$ cat config.mk
export PLATFORM = sky130hd
export DESIGN_NAME = sjtap_tap
export DESIGN_NICKNAME = d
export VERILOG_FILES = /design/src/design/sjtap_pkg.sv /design/src/design/sjtap_tap.sv
export VERILOG_INCLUDE_DIRS = /design/src /design/src/design
export SDC_FILE = /design/constraint.sdc
export NUM_CORES = 1
export LEC_CHECK = 0
export ABC_CLOCK_PERIOD_IN_PS = 3300
export BUFFER_PORTS_ARGS = -buffer_cell sky130_fd_sc_hd__buf_2
export CORE_UTILIZATION = 60
export CTS_BUF_LIST = sky130_fd_sc_hd__clkbuf_16
export DETAILED_ROUTE_END_ITERATION = 10
export PLACE_DENSITY = 0.82
export SETUP_SLACK_MARGIN = 0.5
export SYNTH_ARGS = -nofsm -noshare
export SYNTH_HDL_FRONTEND = slang
export SYNTH_SLANG_ARGS = --single-unit
export TNS_END_PERCENT = 20
$ cat constraint.sdc
create_clock -name clk -period 3.3 [get_ports clk]
set_input_delay 0.33 -clock clk [delete_from_list [all_inputs] [get_ports clk]]
set_output_delay 0.33 -clock clk [all_outputs]
set_load 0.005 [all_outputs]
$ cat src/design/sjtap_consts.svh
// Constants for the SRAM test access port.
`ifndef SJTAP_CONSTS_SVH
`define SJTAP_CONSTS_SVH
`define SJTAP_IR_LEN 3
`define SJTAP_BSR_LEN 109
`define SJTAP_ID_LEN 32
`define SJTAP_IR_EXTEST 3'h0
`define SJTAP_IR_IDCODE 3'h1
`define SJTAP_IR_SAMPZ 3'h2
`define SJTAP_IR_SAMPLE 3'h4
`define SJTAP_IR_BYPASS 3'h7
`define SJTAP_IR_CAPT 3'h1
`define SJTAP_TRI_BIT 108
`define SJTAP_ID_PRES 1'h1
`define SJTAP_BYP_CAPT 1'h0
`define SJTAP_CLK_MHZ 100
`define SJTAP_LOCK_US 20
`define SJTAP_LOCK_CYC (`SJTAP_LOCK_US * `SJTAP_CLK_MHZ)
`define SJTAP_CNT_W 12
`endif

$ cat src/design/sjtap_pkg.sv
// Types shared by the SRAM test access port.
package sjtap_pkg;
	typedef enum logic [3:0] {
		TLR, RTI, SEL_DR, CAP_DR, SH_DR, EX1_DR, PA_DR, EX2_DR, UP_DR,
		SEL_IR, CAP_IR, SH_IR, EX1_IR, PA_IR, EX2_IR, UP_IR
	} sjtap_state_e;
	typedef struct packed {
		logic tck;
		logic tms;
		logic tdi;
		logic pll_en;
		logic ref_ok;
	} sjtap_pins_s;
endpackage

$ cat src/design/sjtap_tap.sv
// Test access port with boundary scan and PLL lock tracking for the SRAM.
`timescale 1ns/1ps
`default_nettype none
`include "sjtap_consts.svh"

// Operation
// RQ1: Provide 3-bit instruction, 1-bit bypass, 32-bit ID, 109-bit boundary paths.
// RQ2: Code 000 captures the pin ring into the boundary register.
// RQ3: Code 001 captures the fixed ID and routes it to TDO.
// RQ4: Code 010 captures pins, selects boundary register, tristates memory outputs.
// RQ5: Controller never loads reserved codes 011, 101 or 110.
// RQ6: Code 100 captures the ring, selects boundary register, memory unaffected.
// RQ7: Code 111 places the single bypass bit between TDI and TDO.
// RQ8: ID bits 31 to 29 hold the version field.
// RQ9: ID bits 28 to 12 hold the part-type field.
// RQ10: ID bits 11 to 1 hold the manufacturer field.
// RQ11: ID bit 0 always reads one.
// RQ12: TDO changes only after a falling TCK edge.
// RQ13: TMS and TDI are sampled on the rising TCK edge.
// RQ14: System holds PLL enable and clock stable 20 us for lock.
// RQ15: After an unstable clock, system gives 20 us stable clock.
// RQ16: PLL lock follows the rising-edge reference clock.
// RQ17: Cell 108 gates outputs under external test, presets to one.
// RQ18: ID instruction becomes current at reset and in Test-Logic-Reset.
// RQ19: Boundary bit 0 leaves first, the top bit sits by TDI.
// RQ20: High-impedance sampling holds outputs off until the next Update-IR.
// RQ21: Bypass captures zero in Capture-DR.
// RQ22: Instructions change only at Update-IR, preload only at Update-DR.
module sjtap_tap
	import sjtap_pkg::*;
#(
	parameter int BSR_LEN = `SJTAP_BSR_LEN,
	parameter logic [2:0] ID_VERSION = 3'h5, // Arbitrary value.
	parameter logic [16:0] ID_PART = 17'h0a5c3, // Arbitrary value.
	parameter logic [10:0] ID_MAKER = 11'h2b6 // Arbitrary value.
) (
	input wire logic clk, // System clock, 100 MHz.
	input wire logic rst_n, // Power-up reset, active low.
	input wire sjtap_pins_s pins, // Raw TAP and PLL control pins.
	input wire logic [BSR_LEN-2:0] ring_in, // Pin ring levels.
	output logic tdo_q, // Test data out.
	output logic tdo_oe_q, // High while TDO is driven.
	output logic [BSR_LEN-2:0] preload_q, // Preloaded cell values.
	output logic extest_q, // External test drives the pins.
	output logic out_drive_q, // Memory output drivers enabled.
	output logic pll_locked_q // PLL considered locked.
);

	////////////////////////////////////////////////////////////////////////
	// Pin synchronisers and TCK edge detection.

	sjtap_pins_s pins_s1_q;
	sjtap_pins_s pins_s2_q;
	logic tck_prev_q;
	logic [BSR_LEN-2:0] ring_s1_q;
	logic [BSR_LEN-2:0] ring_s2_q;
	logic tck_rise;
	logic tck_fall;

	always_ff @(posedge clk or negedge rst_n) begin
		if (!rst_n) begin
			pins_s1_q <= '0;
			pins_s2_q <= '0;
			tck_prev_q <= 1'h0;
		end else begin
			pins_s1_q <= pins;
			pins_s2_q <= pins_s1_q;
			tck_prev_q <= pins_s2_q.tck;
		end
	end

	always_ff @(posedge clk or negedge rst_n) begin
		if (!rst_n) begin
			ring_s1_q <= '0;
			ring_s2_q <= '0;
		end else begin
			ring_s1_q <= ring_in;
			ring_s2_q <= ring_s1_q;
		end
	end

	assign tck_rise = pins_s2_q.tck && !tck_prev_q;
	assign tck_fall = !pins_s2_q.tck && tck_prev_q;

	////////////////////////////////////////////////////////////////////////
	// TAP state machine.

	sjtap_state_e state_q;
	sjtap_state_e state_d;

	always_comb begin
		state_d = state_q;
		case (state_q)
			TLR: state_d = pins_s2_q.tms ? TLR : RTI;
			RTI: state_d = pins_s2_q.tms ? SEL_DR : RTI;
			SEL_DR: state_d = pins_s2_q.tms ? SEL_IR : CAP_DR;
			CAP_DR: state_d = pins_s2_q.tms ? EX1_DR : SH_DR;
			SH_DR: state_d = pins_s2_q.tms ? EX1_DR : SH_DR;
			EX1_DR: state_d = pins_s2_q.tms ? UP_DR : PA_DR;
			PA_DR: state_d = pins_s2_q.tms ? EX2_DR : PA_DR;
			EX2_DR: state_d = pins_s2_q.tms ? UP_DR : SH_DR;
			UP_DR: state_d = pins_s2_q.tms ? SEL_DR : RTI;
			SEL_IR: state_d = pins_s2_q.tms ? TLR : CAP_IR;
			CAP_IR: state_d = pins_s2_q.tms ? EX1_IR : SH_IR;
			SH_IR: state_d = pins_s2_q.tms ? EX1_IR : SH_IR;
			EX1_IR: state_d = pins_s2_q.tms ? UP_IR : PA_IR;
			PA_IR: state_d = pins_s2_q.tms ? EX2_IR : PA_IR;
			EX2_IR: state_d = pins_s2_q.tms ? UP_IR : SH_IR;
			UP_IR: state_d = pins_s2_q.tms ? SEL_DR : RTI;
			default: state_d = TLR;
		endcase
	end

	// RQ13: advance on TCK rise.
	always_ff @(posedge clk or negedge rst_n) begin
		if (!rst_n) begin
			state_q <= TLR;
		end else if (tck_rise) begin
			state_q <= state_d;
		end
	end

	////////////////////////////////////////////////////////////////////////
	// Instruction register.

	// RQ1: scan path widths.
	logic [`SJTAP_IR_LEN-1:0] ir_sr_q;
	logic [`SJTAP_IR_LEN-1:0] cur_ir_q;
	logic bsr_sel;

	always_ff @(posedge clk or negedge rst_n) begin
		if (!rst_n) begin
			ir_sr_q <= `SJTAP_IR_CAPT;
		end else if (tck_rise && state_q == CAP_IR) begin
			ir_sr_q <= `SJTAP_IR_CAPT;
		end else if (tck_rise && state_q == SH_IR) begin
			ir_sr_q <= {pins_s2_q.tdi, ir_sr_q[`SJTAP_IR_LEN-1:1]};
		end
	end

	// RQ18: reset loads ID instruction.
	// RQ22: update only at Update-IR.
	always_ff @(posedge clk or negedge rst_n) begin
		if (!rst_n) begin
			cur_ir_q <= `SJTAP_IR_IDCODE;
		end else if (state_q == TLR) begin
			cur_ir_q <= `SJTAP_IR_IDCODE;
		end else if (tck_fall && state_q == UP_IR) begin
			cur_ir_q <= ir_sr_q;
		end
	end

	// RQ2: boundary-path instructions.
	assign bsr_sel = (cur_ir_q == `SJTAP_IR_EXTEST) || (cur_ir_q == `SJTAP_IR_SAMPZ) ||
		(cur_ir_q == `SJTAP_IR_SAMPLE);

	////////////////////////////////////////////////////////////////////////
	// Data registers: bypass, identification, boundary scan.

	logic byp_q;
	logic [`SJTAP_ID_LEN-1:0] id_sr_q;
	logic [BSR_LEN-1:0] bsr_q;
	logic tri_cell_q;
	logic [`SJTAP_ID_LEN-1:0] id_value;

	// RQ8: version field, RQ9: part field, RQ10: maker field, RQ11: presence bit.
	assign id_value = {ID_VERSION, ID_PART, ID_MAKER, `SJTAP_ID_PRES};

	// RQ21: bypass captures zero.
	// RQ7: single-bit bypass shift.
	always_ff @(posedge clk or negedge rst_n) begin
		if (!rst_n) begin
			byp_q <= `SJTAP_BYP_CAPT;
		end else if (tck_rise && state_q == CAP_DR) begin
			byp_q <= `SJTAP_BYP_CAPT;
		end else if (tck_rise && state_q == SH_DR) begin
			byp_q <= pins_s2_q.tdi;
		end
	end

	// RQ3: capture fixed code under the ID instruction.
	always_ff @(posedge clk or negedge rst_n) begin
		if (!rst_n) begin
			id_sr_q <= '0;
		end else if (tck_rise && state_q == CAP_DR && cur_ir_q == `SJTAP_IR_IDCODE) begin
			id_sr_q <= id_value;
		end else if (tck_rise && state_q == SH_DR && cur_ir_q == `SJTAP_IR_IDCODE) begin
			id_sr_q <= {pins_s2_q.tdi, id_sr_q[`SJTAP_ID_LEN-1:1]};
		end
	end

	// RQ6: capture pin ring plus tristate cell.
	// RQ19: shift toward bit 0, TDI enters the top.
	always_ff @(posedge clk or negedge rst_n) begin
		if (!rst_n) begin
			bsr_q <= '0;
		end else if (tck_rise && state_q == CAP_DR && bsr_sel) begin
			bsr_q <= {tri_cell_q, ring_s2_q};
		end else if (tck_rise && state_q == SH_DR && bsr_sel) begin
			bsr_q <= {pins_s2_q.tdi, bsr_q[BSR_LEN-1:1]};
		end
	end

	// RQ17: tristate cell presets to one.
	// RQ22: preload latches only at Update-DR.
	always_ff @(posedge clk or negedge rst_n) begin
		if (!rst_n) begin
			tri_cell_q <= 1'h1;
			preload_q <= '0;
		end else if (state_q == TLR) begin
			tri_cell_q <= 1'h1;
		end else if (tck_fall && state_q == UP_DR && bsr_sel) begin
			tri_cell_q <= bsr_q[`SJTAP_TRI_BIT];
			preload_q <= bsr_q[BSR_LEN-2:0];
		end
	end

	////////////////////////////////////////////////////////////////////////
	// Output driver control.

	// RQ4: sampling with high impedance forces outputs off.
	// RQ20: held until the instruction changes.
	// RQ17: external test follows the tristate cell.
	always_ff @(posedge clk or negedge rst_n) begin
		if (!rst_n) begin
			out_drive_q <= 1'h1;
			extest_q <= 1'h0;
		end else begin
			extest_q <= (cur_ir_q == `SJTAP_IR_EXTEST);
			if (cur_ir_q == `SJTAP_IR_SAMPZ) begin
				out_drive_q <= 1'h0;
			end else if (cur_ir_q == `SJTAP_IR_EXTEST) begin
				out_drive_q <= tri_cell_q;
			end else begin
				out_drive_q <= 1'h1;
			end
		end
	end

	////////////////////////////////////////////////////////////////////////
	// TDO launch.

	logic dr_bit;

	always_comb begin
		dr_bit = byp_q;
		if (cur_ir_q == `SJTAP_IR_IDCODE) begin
			dr_bit = id_sr_q[0];
		end else if (bsr_sel) begin
			dr_bit = bsr_q[0];
		end
	end

	// RQ12: launch on the falling TCK edge.
	always_ff @(posedge clk or negedge rst_n) begin
		if (!rst_n) begin
			tdo_q <= 1'h0;
			tdo_oe_q <= 1'h0;
		end else if (tck_fall) begin
			tdo_q <= (state_q == SH_IR) ? ir_sr_q[0] : dr_bit;
			tdo_oe_q <= (state_q == SH_IR) || (state_q == SH_DR);
		end
	end

	////////////////////////////////////////////////////////////////////////
	// PLL lock tracking.

	logic [`SJTAP_CNT_W-1:0] lock_cnt_q;

	// RQ16: count system clock cycles while enabled and the reference is good.
	always_ff @(posedge clk or negedge rst_n) begin
		if (!rst_n) begin
			lock_cnt_q <= '0;
			pll_locked_q <= 1'h0;
		end else if (!pins_s2_q.pll_en || !pins_s2_q.ref_ok) begin
			lock_cnt_q <= '0;
			pll_locked_q <= 1'h0;
		end else if (lock_cnt_q == `SJTAP_CNT_W'(`SJTAP_LOCK_CYC - 1)) begin
			pll_locked_q <= 1'h1;
		end else begin
			lock_cnt_q <= lock_cnt_q + `SJTAP_CNT_W'(1);
		end
	end
endmodule
`default_nettype wire

# Word level (Yosys, flattened, before mapping)
# Cells that the tools add are included.
[op_classes]
add_sub_neg = 1
n_eq_ne = 20
n_mux = 34
n_bitwise = 1
n_reduce_logical = 34
[ops]
columns = ["cell", "count"]
rows = [
  ["two-way mux 109 bit", 2],
  ["two-way mux 32 bit", 2],
  ["case mux 4 bit (12 select lines)", 1],
  ["equality test 4 bit (second input constant)", 8],
  ["two-way mux 12 bit", 2],
  ["two-way mux 3 bit", 6],
  ["equality test 4 x 3 -> 1 bit (second input constant)", 4],
  ["two-way mux 4 bit", 4],
  ["two-way mux 1 bit", 14],
  ["nonzero test 2 bit", 7],
  ["logical AND 1 bit", 13],
  ["adder 12 x 1 -> 12 bit (second input constant)", 1],
  ["equality test 12 x 11 -> 1 bit (second input constant)", 1],
  ["equality test 4 x 2 -> 1 bit (second input constant)", 2],
  ["two-way mux 2 bit", 3],
  ["equality test 4 x 1 -> 1 bit (second input constant)", 1],
  ["zero test 1 bit", 4],
  ["zero test 4 bit", 1],
  ["logical OR 1 bit", 4],
  ["OR reduction 2 bit", 2],
  ["equality test 3 x 1 -> 1 bit (second input constant)", 1],
  ["equality test 3 x 2 -> 1 bit (second input constant)", 1],
  ["equality test 3 bit (second input constant)", 1],
  ["zero test 3 bit", 1],
  ["4 further kinds", 4],
]
[totals]
register_bits = 505
input_bits = 115
out_inout_bits = 113
word_cells = 117

# Longest topological paths before layout
# Gate-level depths: netlist of the first run.
[depth]
word_depth = 6
ltp_mapped = 9
depth_no_buf = 5

# Worst setup path after synthesis of the first run
# OpenSTA, ideal clock, no wires.
[synth_path]
path_kind = "register to register"
startpoint = "reg cur_ir_q[0]"
endpoint = "reg preload_q[100]"
setup_time_ns = 0.125
t_arrival_ns = 1.649
required_time_ns = 3.175
slack_ns = 1.526
path_stages_with_launch = 8
n_path_buf = 4
period_less_slack_ns = 1.774
cell_sequence = "dfstp_2 buf_2 a21oi_2 nand4_1 buf_2 buf_6 buf_2 mux2_2"
[synth_between]
elab_chain_cells = 5
elab_cells_between_ends = 7
classes_between = "eq/ne (2); reduce/logical (5)"
[synth_rtl]
columns = ["element", "line", "rtl"]
rows = [
  ["start: declaration", "sjtap_tap.sv:128", "logic [`SJTAP_IR_LEN-1:0] cur_ir_q;"],
  ["start signal: assignment", "sjtap_tap.sv:145", "cur_ir_q <= `SJTAP_IR_IDCODE;"],
  ["start signal: assignment", "sjtap_tap.sv:147", "cur_ir_q <= `SJTAP_IR_IDCODE;"],
  ["start signal: assignment", "sjtap_tap.sv:149", "cur_ir_q <= ir_sr_q;"],
  ["equality test 3 x 2 -> 1 bit (no source line) / zero test 3 bit (equally long branches)", "--", ""],
  ["logical OR 1 bit", "sjtap_tap.sv:154", "assign bsr_sel = (cur_ir_q == `SJTAP_IR_EXTEST) || (cur_ir_q == `SJTAP_IR_SAMPZ) ||"],
  ["logical OR 1 bit (*)", "sjtap_tap.sv:154", ""],
  ["logical AND 1 bit (*)", "sjtap_tap.sv:212", "end else if (tck_fall && state_q == UP_DR && bsr_sel) begin"],
  ["AND reduction 2 bit (no source line) (*)", "--", ""],
  ["end signal: assignment", "sjtap_tap.sv:214", "preload_q <= bsr_q[BSR_LEN-2:0];"],
  ["end: declaration", "sjtap_tap.sv:43", "output logic [BSR_LEN-2:0] preload_q,"],
]
# Mark *: on every way between the ends. The rest lies on a longest branch, timed or not.
# A chain may end at the register's enable or synchronous reset.

# Worst setup path in the final report of the first run
[layout_path]
startpoint = "reg state_q[0]"
endpoint = "reg bsr_q[32]"
[layout_between]
elab_chain_cells = 4
elab_cells_between_ends = 8
classes_between = "eq/ne (2); mux (1); reduce/logical (5)"
[layout_rtl]
columns = ["element", "line", "rtl"]
rows = [
  ["start: declaration", "sjtap_tap.sv:88", "sjtap_state_e state_q;"],
  ["start signal: assignment", "sjtap_tap.sv:119", "state_q <= state_d;"],
  ["equality test 4 x 2 -> 1 bit / equality test 4 x 3 -> 1 bit (equally long branches)", "sjtap_tap.sv:197, sjtap_tap.sv:199", ""],
  ["logical AND 1 bit, on equally long branches (2 in a row)", "sjtap_tap.sv:197, sjtap_tap.sv:199", ""],
  ["two-way mux 109 bit / nonzero test 2 bit (equally long branches)", "--", ""],
  ["end signal: assignment", "sjtap_tap.sv:198", "bsr_q <= {tri_cell_q, ring_s2_q};"],
  ["end signal: assignment", "sjtap_tap.sv:200", "bsr_q <= {pins_s2_q.tdi, bsr_q[BSR_LEN-1:1]};"],
  ["end: declaration", "sjtap_tap.sv:162", "logic [BSR_LEN-1:0] bsr_q;"],
]
# Several ways; a longest one is shown, not always the timed one.

==> impl_metrics.tcl, run 1 <==
set metrics [dict create \
    status "finished, final reports clean" \
    synthArstFlopShare 1.00 \
    drt_wl_total_um 36600 \
    cts_setup_buffers 0 \
    firstDrtPassIters 5 \
    syn_area_per_cell_sq_um 14.2 \
    cts_root_buffer "clkbuf_16" \
    io_pins 228 \
    clock_latency_ns 0.56 \
    yosys.cell_types.count 49 \
    port_buffers 227 \
    n_fill_cell 1640 \
    synth_top_cell_by_area "dfrtp_1" \
    layout.nets 1706 \
    die_x_um 173 \
    yosysSeqAreaShare 0.719 \
    tightestPinTransition_ns 0.852 \
    grt_usage 0.254 \
    drt_iter0_drc 555 \
    crit_end "bsr_q[32]$_DFFE_PN0P_" \
    num_rows 62 \
    rr_endpoint "bsr_q[32]$_DFFE_PN0P_" \
    power_density_nw_per_um2 607 \
    clock_sinks 505 \
    worstPathArrival_ns 2.99 \
    synth_warnings 0 \
    gp_congestion 0.817 \
    grt_max_degree 113 \
    dieArea_sq_um 30000 \
    syn_to_final_growth_pct 24.8 \
    wl_met2_um 18600 \
    slew_headroom 0.432 \
    cts_tree "yes" \
    finalHoldViolCount 0 \
    regToRegSetupSlack_ns 0.72 \
    clk_pin_slew_ns 0.06 \
    layout.cells.non_filler 2014 \
    core_sq_um 28800 \
    place_ws_ns 0.888 \
    fin_tns_setup_ns 0 \
    reg2reg_depth 5 \
    synth_top_area_share 0.713 \
    hpwlAfterDp_um 20800 \
    postCtsHoldBufs 114 \
    critPathLaunch "state_q[0]$_DFFE_PN0P_" \
    endpoint_kind "flip-flop" \
    cts_resized 0 \
    synth-edff-count 0 \
    htreeDepth 2 \
    layout_min_cycle_time_ns 2.58 \
    start_util 0.611 \
    grt_pass1_wl_um 60600 \
    startpoint_type "flip-flop" \
    synth-main-ff-cell "dfrtp_1" \
    r2r_start "state_q[0]$_DFFE_PN0P_" \
    timing.final.ws_setup_ns 0.721 \
    vias_per_cell 5.30 \
    drcViolationCount 0 \
    synth_cells 1243 \
    synth_area_leaders "dfrtp_1 (71%), mux2_2 (6.7%), mux2i_1 (6.5%), nand2_1 (3.7%), o21ai_0 (3.2%)" \
    drive_gt1_frac 0.276 \
    vias 10700 \
    maxCapViolations 0 \
    grt_pass1_vias 11500 \
    syn_area_sq_um 17600 \
    antenna_found_initial 1 \
    ir_worst_vdd_v 0.000442 \
    clock_path_buffers 3 \
    ys_ff_latch 505 \
    finClkSkew_ns 0.0141 \
    overflow 0 \
    wl_met3_um 1570 \
    place_inst 1810 \
    top_layer "met4" \
    fmax_ghz 0.388 \
    die_h_um 173 \
    cts_made_buffers 48 \
    whs_ns 0.342 \
    cp.required_ns 3.71 \
    min_path_type "flip-flop to flip-flop" \
    finalSetupViolations 0 \
    wire_per_inst_um 18.2 \
    fin_crit_sh 0.781 \
    drv_slew 0 \
    path_max_fanout 35 \
    synth_fp_nets 1359 \
    power_leakage_uw 0.0103 \
    rsz0062_at_grt "no" \
    antenna_left 0 \
    criticalPathCategory "flip-flop to flip-flop" \
    met1_length_um 14900 \
]
## synth_stat cells, types with 3 or more instances
library cell	n
buf_6	9
nand2b_1	5
mux2_2	105
nor3_1	7
nand4_1	4
buf_4	10
xnor2_1	6
clkbuf_1	18
buf_2	27
a21oi_1	10
dfstp_2	4
o21ai_2	10
nand2_1	173
nor2b_1	4
mux2i_1	115
o21ai_1	33
o21ai_0	113
nand3_1	6
inv_1	8
mux2_1	3
a31oi_1	4
dfrtp_1	501
nor2_1	37
## sequential cells by signal, indices dropped and copies added, names as in the netlist
name and flops:
pll_locked_q 1, cur_ir_q 3, tri_cell_q 1, extest_q 1
pins_s2_q 5, byp_q 1, ir_sr_q 3, tck_prev_q 1
tdo_oe_q 1, bsr_q 109, lock_cnt_q 12, preload_q 108
ring_s2_q 108, id_sr_q 32, pins_s1_q 5, state_q 4
out_drive_q 1, tdo_q 1, ring_s1_q 108
## through the flow
step           power [uW]  utilization  area [sq um]
2_1_floorplan        7290            -         17600
3_3_place_gp         7600        0.667         19200
3_5_place_dp         7660        0.667         19200
4_1_cts             13400        0.763         22000
5_1_grt             13800        0.763         22000
6_report            13300        0.763         22000
## layer usage
metal  vias to the layer above  global-route usage
met5                         -                   0
met4                         0               0.121
met3                       112              0.0410
met2                       309               0.428
met1                      5322               0.326
li1                       4931                   -
## critical path, cell delays in order, from the launching register on
cell	delay, ns
dfrtp_1	0.69
nand2_1	0.26
nor4_4	0.68
buf_12	0.34
mux2i_1	0.31
o21ai_0	0.12
## power by group
part           switching (uW)  internal [uW]
Sequential                233           6490
Combinational             523            417
Clock                    2350           3300
## cell type report
cell class              count  area, sq um  area share
diodes                      1         2.50    0.000114
inverters                   8         30.0     0.00137
flip-flops and latches    505        12600       0.576
clock inverters            41          428      0.0195
well taps                 384          480      0.0219
clock buffers              48         1200      0.0547
multi-input cells         665         4560       0.208
repair buffers            362         2610       0.119
## cell usage in the layout (no fill, tap or decap), types with 15 or more instances in the layout
| cell | netlist | layout |
|---|---|---|
| dlygate4sd3_1 | 0 | 114 |
| o21ai_0 | 113 | 113 |
| nand2_1 | 173 | 173 |
| mux2i_1 | 115 | 115 |
| inv_1 | 8 | 15 |
| o21ai_1 | 33 | 33 |
| nor2_1 | 37 | 37 |
| clkbuf_16 | 0 | 48 |
| mux2_2 | 105 | 105 |
| buf_2 | 27 | 226 |
| dfrtp_1 | 501 | 501 |
## worst min path at each step
stage	cells after the start	endpoint	start
3_5_place_dp	0	ring_s2_q[0]$_DFF_PN0_	ring_s1_q[0]$_DFF_PN0_
5_1_grt	0	ring_s2_q[66]$_DFF_PN0_	ring_s1_q[66]$_DFF_PN0_
6_report	0	ring_s2_q[18]$_DFF_PN0_	ring_s1_q[18]$_DFF_PN0_
3_3_place_gp	0	ring_s2_q[30]$_DFF_PN0_	ring_s1_q[30]$_DFF_PN0_
2_1_floorplan	0	bsr_q[0]$_DFFE_PN0P_	rst_n
4_1_cts	0	ring_s2_q[19]$_DFF_PN0_	ring_s1_q[19]$_DFF_PN0_
## logic make-up (layout without fill, tap and decap cells)
family,Yosys count,after routing,synth area share
muxes,223,223,0.135
other,0,1,0
AOI/OAI and AO/OA,184,184,0.0577
xor gates and xnor gates,7,7,0.00349
DFF,505,505,0.719
adders and majority gates,1,1,0.000711
buffers and inverters,73,459,0.0235
and+or+nand+nor,250,250,0.0614
(Power assumes the default switching activity.)
==> run 2, diff against run 1 <==
ABC_CLOCK_PERIOD_IN_PS = 2600   (was 3300)
CORE_UTILIZATION = 57   (was 60)
PLACE_DENSITY = 0.79   (was 0.82)
clock period = 2.6 ns   (was 3.3 ns; I/O delays follow)
==> run 2 against run 1 <==
Compared with the run above: register-to-register slack got worse by 0.17 ns; maximum frequency rose by 26%; die area rose by 5.2%; sequential share of layout area barely moved; wire length fell by 5.2%; count of clock-buffer cells in the layout rose by 2; critical path type unchanged; largest cell class unchanged; largest power group unchanged.
==> impl_metrics.tcl, run 2 (synthesis gave the netlist of run 1 again) <==
set metrics [dict create \
    status "finished, final reports clean" \
    slew_headroom 0.608 \
    endpoint_kind "flip-flop" \
    final_common_cell "dfrtp_1" \
    cts_made_buffers 49 \
    whs_ns 0.201 \
    grt_pass1_vias 11100 \
    min_path_type "primary input to asynchronous set/reset pin" \
    htreeDepth 2 \
    num_rows 63 \
    reg2reg_depth 4 \
    maxCapViolations 0 \
    layout_min_cycle_time_ns 2.04 \
    clock_path_buffers 3 \
    grt_pass1_wl_um 56800 \
    regToRegSetupSlack_ns 0.56 \
    fin_util 0.731 \
    fmax_ghz 0.489 \
    syn_to_final_growth_pct 24.8 \
    cp.required_ns 3.02 \
    grt_usage 0.229 \
    drcViolationCount 0 \
    place_inst 1821 \
    cts_tree "yes" \
    vias 10500 \
    firstDrtPassIters 4 \
    rr_endpoint "preload_q[78]$_DFFE_PN0P_" \
    startpoint_type "flip-flop" \
    wire_per_inst_um 17.1 \
    antenna_found_initial 3 \
    drt_iter0_drc 691 \
    path_max_fanout 72 \
    r2r_start "state_q[3]$_DFFE_PN0P_" \
    top_register "bsr_q" \
    finalHoldViolCount 0 \
    finalSetupViolations 0 \
    antenna_left 0 \
    overflow 0 \
    layout.cells.non_filler 2027 \
    finClkSkew_ns 0.0148 \
    port_buffers 227 \
    drt_wl_total_um 34700 \
    die_x_um 178 \
    drv_slew 0 \
    layout.nets 1717 \
    power_density_nw_per_um2 757 \
    dieArea_sq_um 31600 \
    gp_congestion 0.854 \
    grt_max_degree 113 \
    io_pins 228 \
    clk_pin_slew_ns 0.06 \
    ir_worst_vdd_v 0.000533 \
    clock_latency_ns 0.55 \
    clock_sinks 505 \
    die_h_um 178 \
    drive_gt1_frac 0.277 \
    rsz0062_at_grt "yes" \
    cts_root_buffer "clkbuf_16" \
    start_util 0.586 \
    fin_crit_sh 0.786 \
    fin_tns_setup_ns 0 \
    criticalPathCategory "flip-flop to flip-flop" \
    tightestPinTransition_ns 0.583 \
    core_sq_um 30000 \
    hpwlAfterDp_um 20300 \
    layout_common_cells "dfrtp_1 (500), buf_2 (226), nand2_1 (173)" \
    power_uw 16600 \
    worstPathArrival_ns 2.46 \
    power_leakage_uw 0.0103 \
    vias_per_cell 5.20 \
    largest_reg_flops 109 \
]
[run 2: metrics by stage]
stage	instance area (sq um)	setup WS, ns
floorplan	17600	0.826
global placement	19200	0.540
detailed placement	19200	0.421
CTS	21900	0.513
global route	21900	0.475
finish	21900	0.555
[run 2: worst max path at each step]
stage                                  startpoint                          to  slack [ns]
after global placement     state_q[1]$_DFFE_PN0P_       bsr_q[55]$_DFFE_PN0P_        0.54
after CTS                  state_q[1]$_DFFE_PN0P_       bsr_q[28]$_DFFE_PN0P_        0.51
final                      state_q[3]$_DFFE_PN0P_   preload_q[78]$_DFFE_PN0P_        0.56
after global routing       state_q[3]$_DFFE_PN0P_  preload_q[106]$_DFFE_PN0P_        0.48
after detailed placement   state_q[1]$_DFFE_PN0P_       bsr_q[41]$_DFFE_PN0P_        0.42
after floorplan           cur_ir_q[0]$_DFFE_PN1P_  preload_q[100]$_DFFE_PN0P_        0.83
[run 2: per-layer routing]
metal / vias up / share of wire / track usage
met1: 5253 / 0.43 / 0.307
met5: - / 0 / 0
met3: 78 / 0.055 / 0.0508
met2: 263 / 0.49 / 0.377
met4: 0 / 0.025 / 0.0702
li1: 4946 / - / -
[run 2: critical path, cell delays in order (launching register included)]
cell,delay [ns]
dfrtp_1,0.64
nor2b_1,0.24
nand4_1,0.26
buf_12,0.31
mux2_2,0.37
[run 2: cell type report]
type,count,area (sq um)
inverter,8,30.0
timing repair buffer,372,2680
multi-input combinational,665,4560
tap,390,488
antenna,3,7.51
clock inverter,34,285
clock buffer,50,1250
sequential,505,12600
fill,1867,8090
[run 2: repair_timing]
action	4_1_cts	5_1_grt
buffers inserted	2	3
hold endpoints to repair	162	0
setup endpoints to repair	70	112
pin swaps	1	0
gates resized for setup	0	2
hold buffers	114	0
[run 2: power by group]
part | total [uW] | internal (uW) | switching [uW]
sequential | 8480 | 8250 | 228
clock | 6780 | 3960 | 2830
combinational | 1360 | 586 | 775
total | 16600 | 12800 | 3830
==> run 3, diff against run 2 <==
ABC_CLOCK_PERIOD_IN_PS = 1700   (was 2600)
CORE_UTILIZATION = 51   (was 57)
PLACE_DENSITY = 0.75   (was 0.79)
clock period = 1.7 ns   (was 2.6 ns; I/O delays follow)
==> run 3 against run 2 <==
Compared with the run above: maximum frequency grew 12%; design area grew 10%; critical path type unchanged; non-clock buffer count grew 82; the flow now finishes with violations (setup timing).
==> impl_metrics.tcl, run 3 (synthesis gave the netlist of run 1 again) <==
set metrics [dict create \
    maxCapViolations 0 \
    regToRegSetupSlack_ns -0.13 \
    grt.met3_usage 0.0485 \
    fin_tns_setup_ns -8.02 \
    cp.required_ns 2.17 \
    ir_worst_vdd_v 0.000860 \
    comb_power_share 0.120 \
    cts_made_buffers 51 \
    drcViolationCount 0 \
    cts_tree "yes" \
    busiest_layer "met2" \
    clk_pin_slew_ns 0.07 \
    largest_reg_flops 109 \
    clock_latency_ns 0.59 \
    hpwlAfterDp_um 22200 \
    syn_to_final_growth_pct 37.8 \
    fin_util 0.720 \
    finalHoldViolCount 0 \
    slew_headroom 0.677 \
    firstDrtPassIters 5 \
    overflow 0 \
    crit_family "buffers and inverters" \
    worstPathArrival_ns 2.30 \
    grt_pass1_wl_um 63800 \
    grt_usage 0.231 \
    fmax_ghz 0.547 \
    endpoint_kind "flip-flop" \
    layout_common_cells "dfrtp_1 (493), buf_2 (218), nand2_1 (152)" \
    sequentialPowerShare 0.479 \
    finalSetupViolations 184 \
    final_common_cell "dfrtp_1" \
    violations "setup timing" \
    port_buffers 227 \
    antenna_found_initial 4 \
    wire_per_inst_um 19.5 \
    criticalPathCategory "flip-flop to flip-flop" \
    drt_iter0_drc 685 \
    whs_ns 0.121 \
    n_fill_cell 2079 \
    startpoint_type "flip-flop" \
    fin_crit_sh 1.08 \
    power_leakage_uw 0.0114 \
    crit_slowest_cell "dfrtp_2" \
    switchingPower_uw 6620 \
    die_x_um 188 \
    die_h_um 188 \
    path_max_fanout 9 \
    timing.final.ws_setup_ns -0.129 \
    r2r_start "state_q[3]$_DFFE_PN0P_" \
    status "finished, violations left" \
    dieArea_sq_um 35200 \
    layout.nets 1801 \
    p_sw_frac 0.244 \
    cts_root_buffer "clkbuf_16" \
    start_util 0.522 \
    vias_per_cell 5.19 \
    power_frac_clock 0.401 \
    min_path_type "primary input to asynchronous set/reset pin" \
    finClkSkew_ns 0.0258 \
    path_cells "nor2b_1, nand4_1, buf_6, buf_6, buf_12, mux2_4" \
    top_register "bsr_q" \
    rr_endpoint "preload_q[66]$_DFFE_PN0P_" \
    drive_gt1_frac 0.368 \
    critical_path_buf_inv_count 3 \
    power_uw 27200 \
    htreeDepth 2 \
    critPathMaxStageDelay_ns 0.45 \
    drv_slew 0 \
    cpMostUsedCell "buf_6" \
    power_density_nw_per_um2 1120 \
    place_ws_ns -0.0874 \
    num_rows 67 \
    clock_sinks 505 \
    drt_wl_total_um 42200 \
    reg2reg_depth 6 \
    tightestPinTransition_ns 0.483 \
    antenna_left 0 \
    io_pins 228 \
    grt_pass1_vias 11900 \
    rsz0062_at_grt "yes" \
    vias 11300 \
    p_int_uw 20600 \
    use_met1 0.300 \
    gp_congestion 0.834 \
    clock_path_buffers 3 \
    grt_max_degree 68 \
    core_sq_um 33700 \
    use_met2 0.392 \
    layout_min_cycle_time_ns 1.83 \
]
==> run 3: cell count changes in the layout (fill, tap and decap cells not counted), moves of 18 or more <==
cell and change:
o21ai_2 +18, o21ai_1 +67, buf_6 +28, nand2_1 -21, buf_12 +22, mux2_4 +57, mux2_2 -57, o21ai_0 -85
==> run 3: worst max path at each step <==
stage                     depth (start not counted)                   endpoint  slack, ns              startpoint
final                                             6  preload_q[66]$_DFFE_PN0P_      -0.13  state_q[3]$_DFFE_PN0P_
after global routing                              9      bsr_q[17]$_DFFE_PN0P_      -0.18  state_q[0]$_DFFE_PN0P_
after CTS                                         7      bsr_q[84]$_DFFE_PN0P_      -0.05    tck_prev_q$_DFF_PN0_
after detailed placement                          7    id_sr_q[18]$_DFFE_PN0P_      -0.09  state_q[1]$_DFFE_PN0P_
after global placement                            7    id_sr_q[18]$_DFFE_PN0P_       0.04    tck_prev_q$_DFF_PN0_
after floorplan                                   8      bsr_q[95]$_DFFE_PN0P_       0.11  state_q[0]$_DFFE_PN0P_
==> run 3: power by group through the flow <==
stage	logic [uW]	clock network [uW]	registers, uW
finish	3270	10900	13000
floorplan	1150	0	13000
global route	3510	11500	13100
CTS	2860	11000	13000
global placement	1920	0	13100
detailed placement	1990	0	13100
==> run 3: through the flow <==
| stage | std cells | cell area [sq um] |
|---|---|---|
| 6_report | 2171 | 24200 |
| 5_1_grt | 2170 | 24200 |
| 4_1_cts | 2156 | 23700 |
| 3_5_place_dp | 1917 | 19800 |
| 3_3_place_gp | 1917 | 19800 |
| 2_1_floorplan | 1243 | 17700 |
==> run 3: timing repair <==
| action | 4_1_cts | 5_1_grt |
|---|---|---|
| cloned | 13 | 10 |
| pin swaps | 55 | 42 |
| gates resized for setup | 215 | 88 |
| endpoints found under the hold margin | 614 | 0 |
| setup endpoints to repair | 388 | 389 |
| hold buffers | 114 | 0 |
| buffers inserted | 23 | 3 |
==> run 3: metal layers <==
| layer | wire [um] | vias up |
|---|---|---|
| met4 | 1070 | 4 |
| li1 | - | 5122 |
| met3 | 2090 | 92 |
| met5 | 23 | - |
| met1 | 17600 | 5710 |
| met2 | 21500 | 332 |
==> run 3: final cells by class <==
cell class,instances,area [sq um],share of cell area
flip-flops and latches,505,12700,0.522
diodes,2,5.00,0.000206
repair buffers,454,4140,0.171
clock buffers,52,1300,0.0537
clock inverters,37,317,0.0131
inverters,8,30.0,0.00124
multi-input cells,665,5240,0.216
well taps,448,561,0.0231
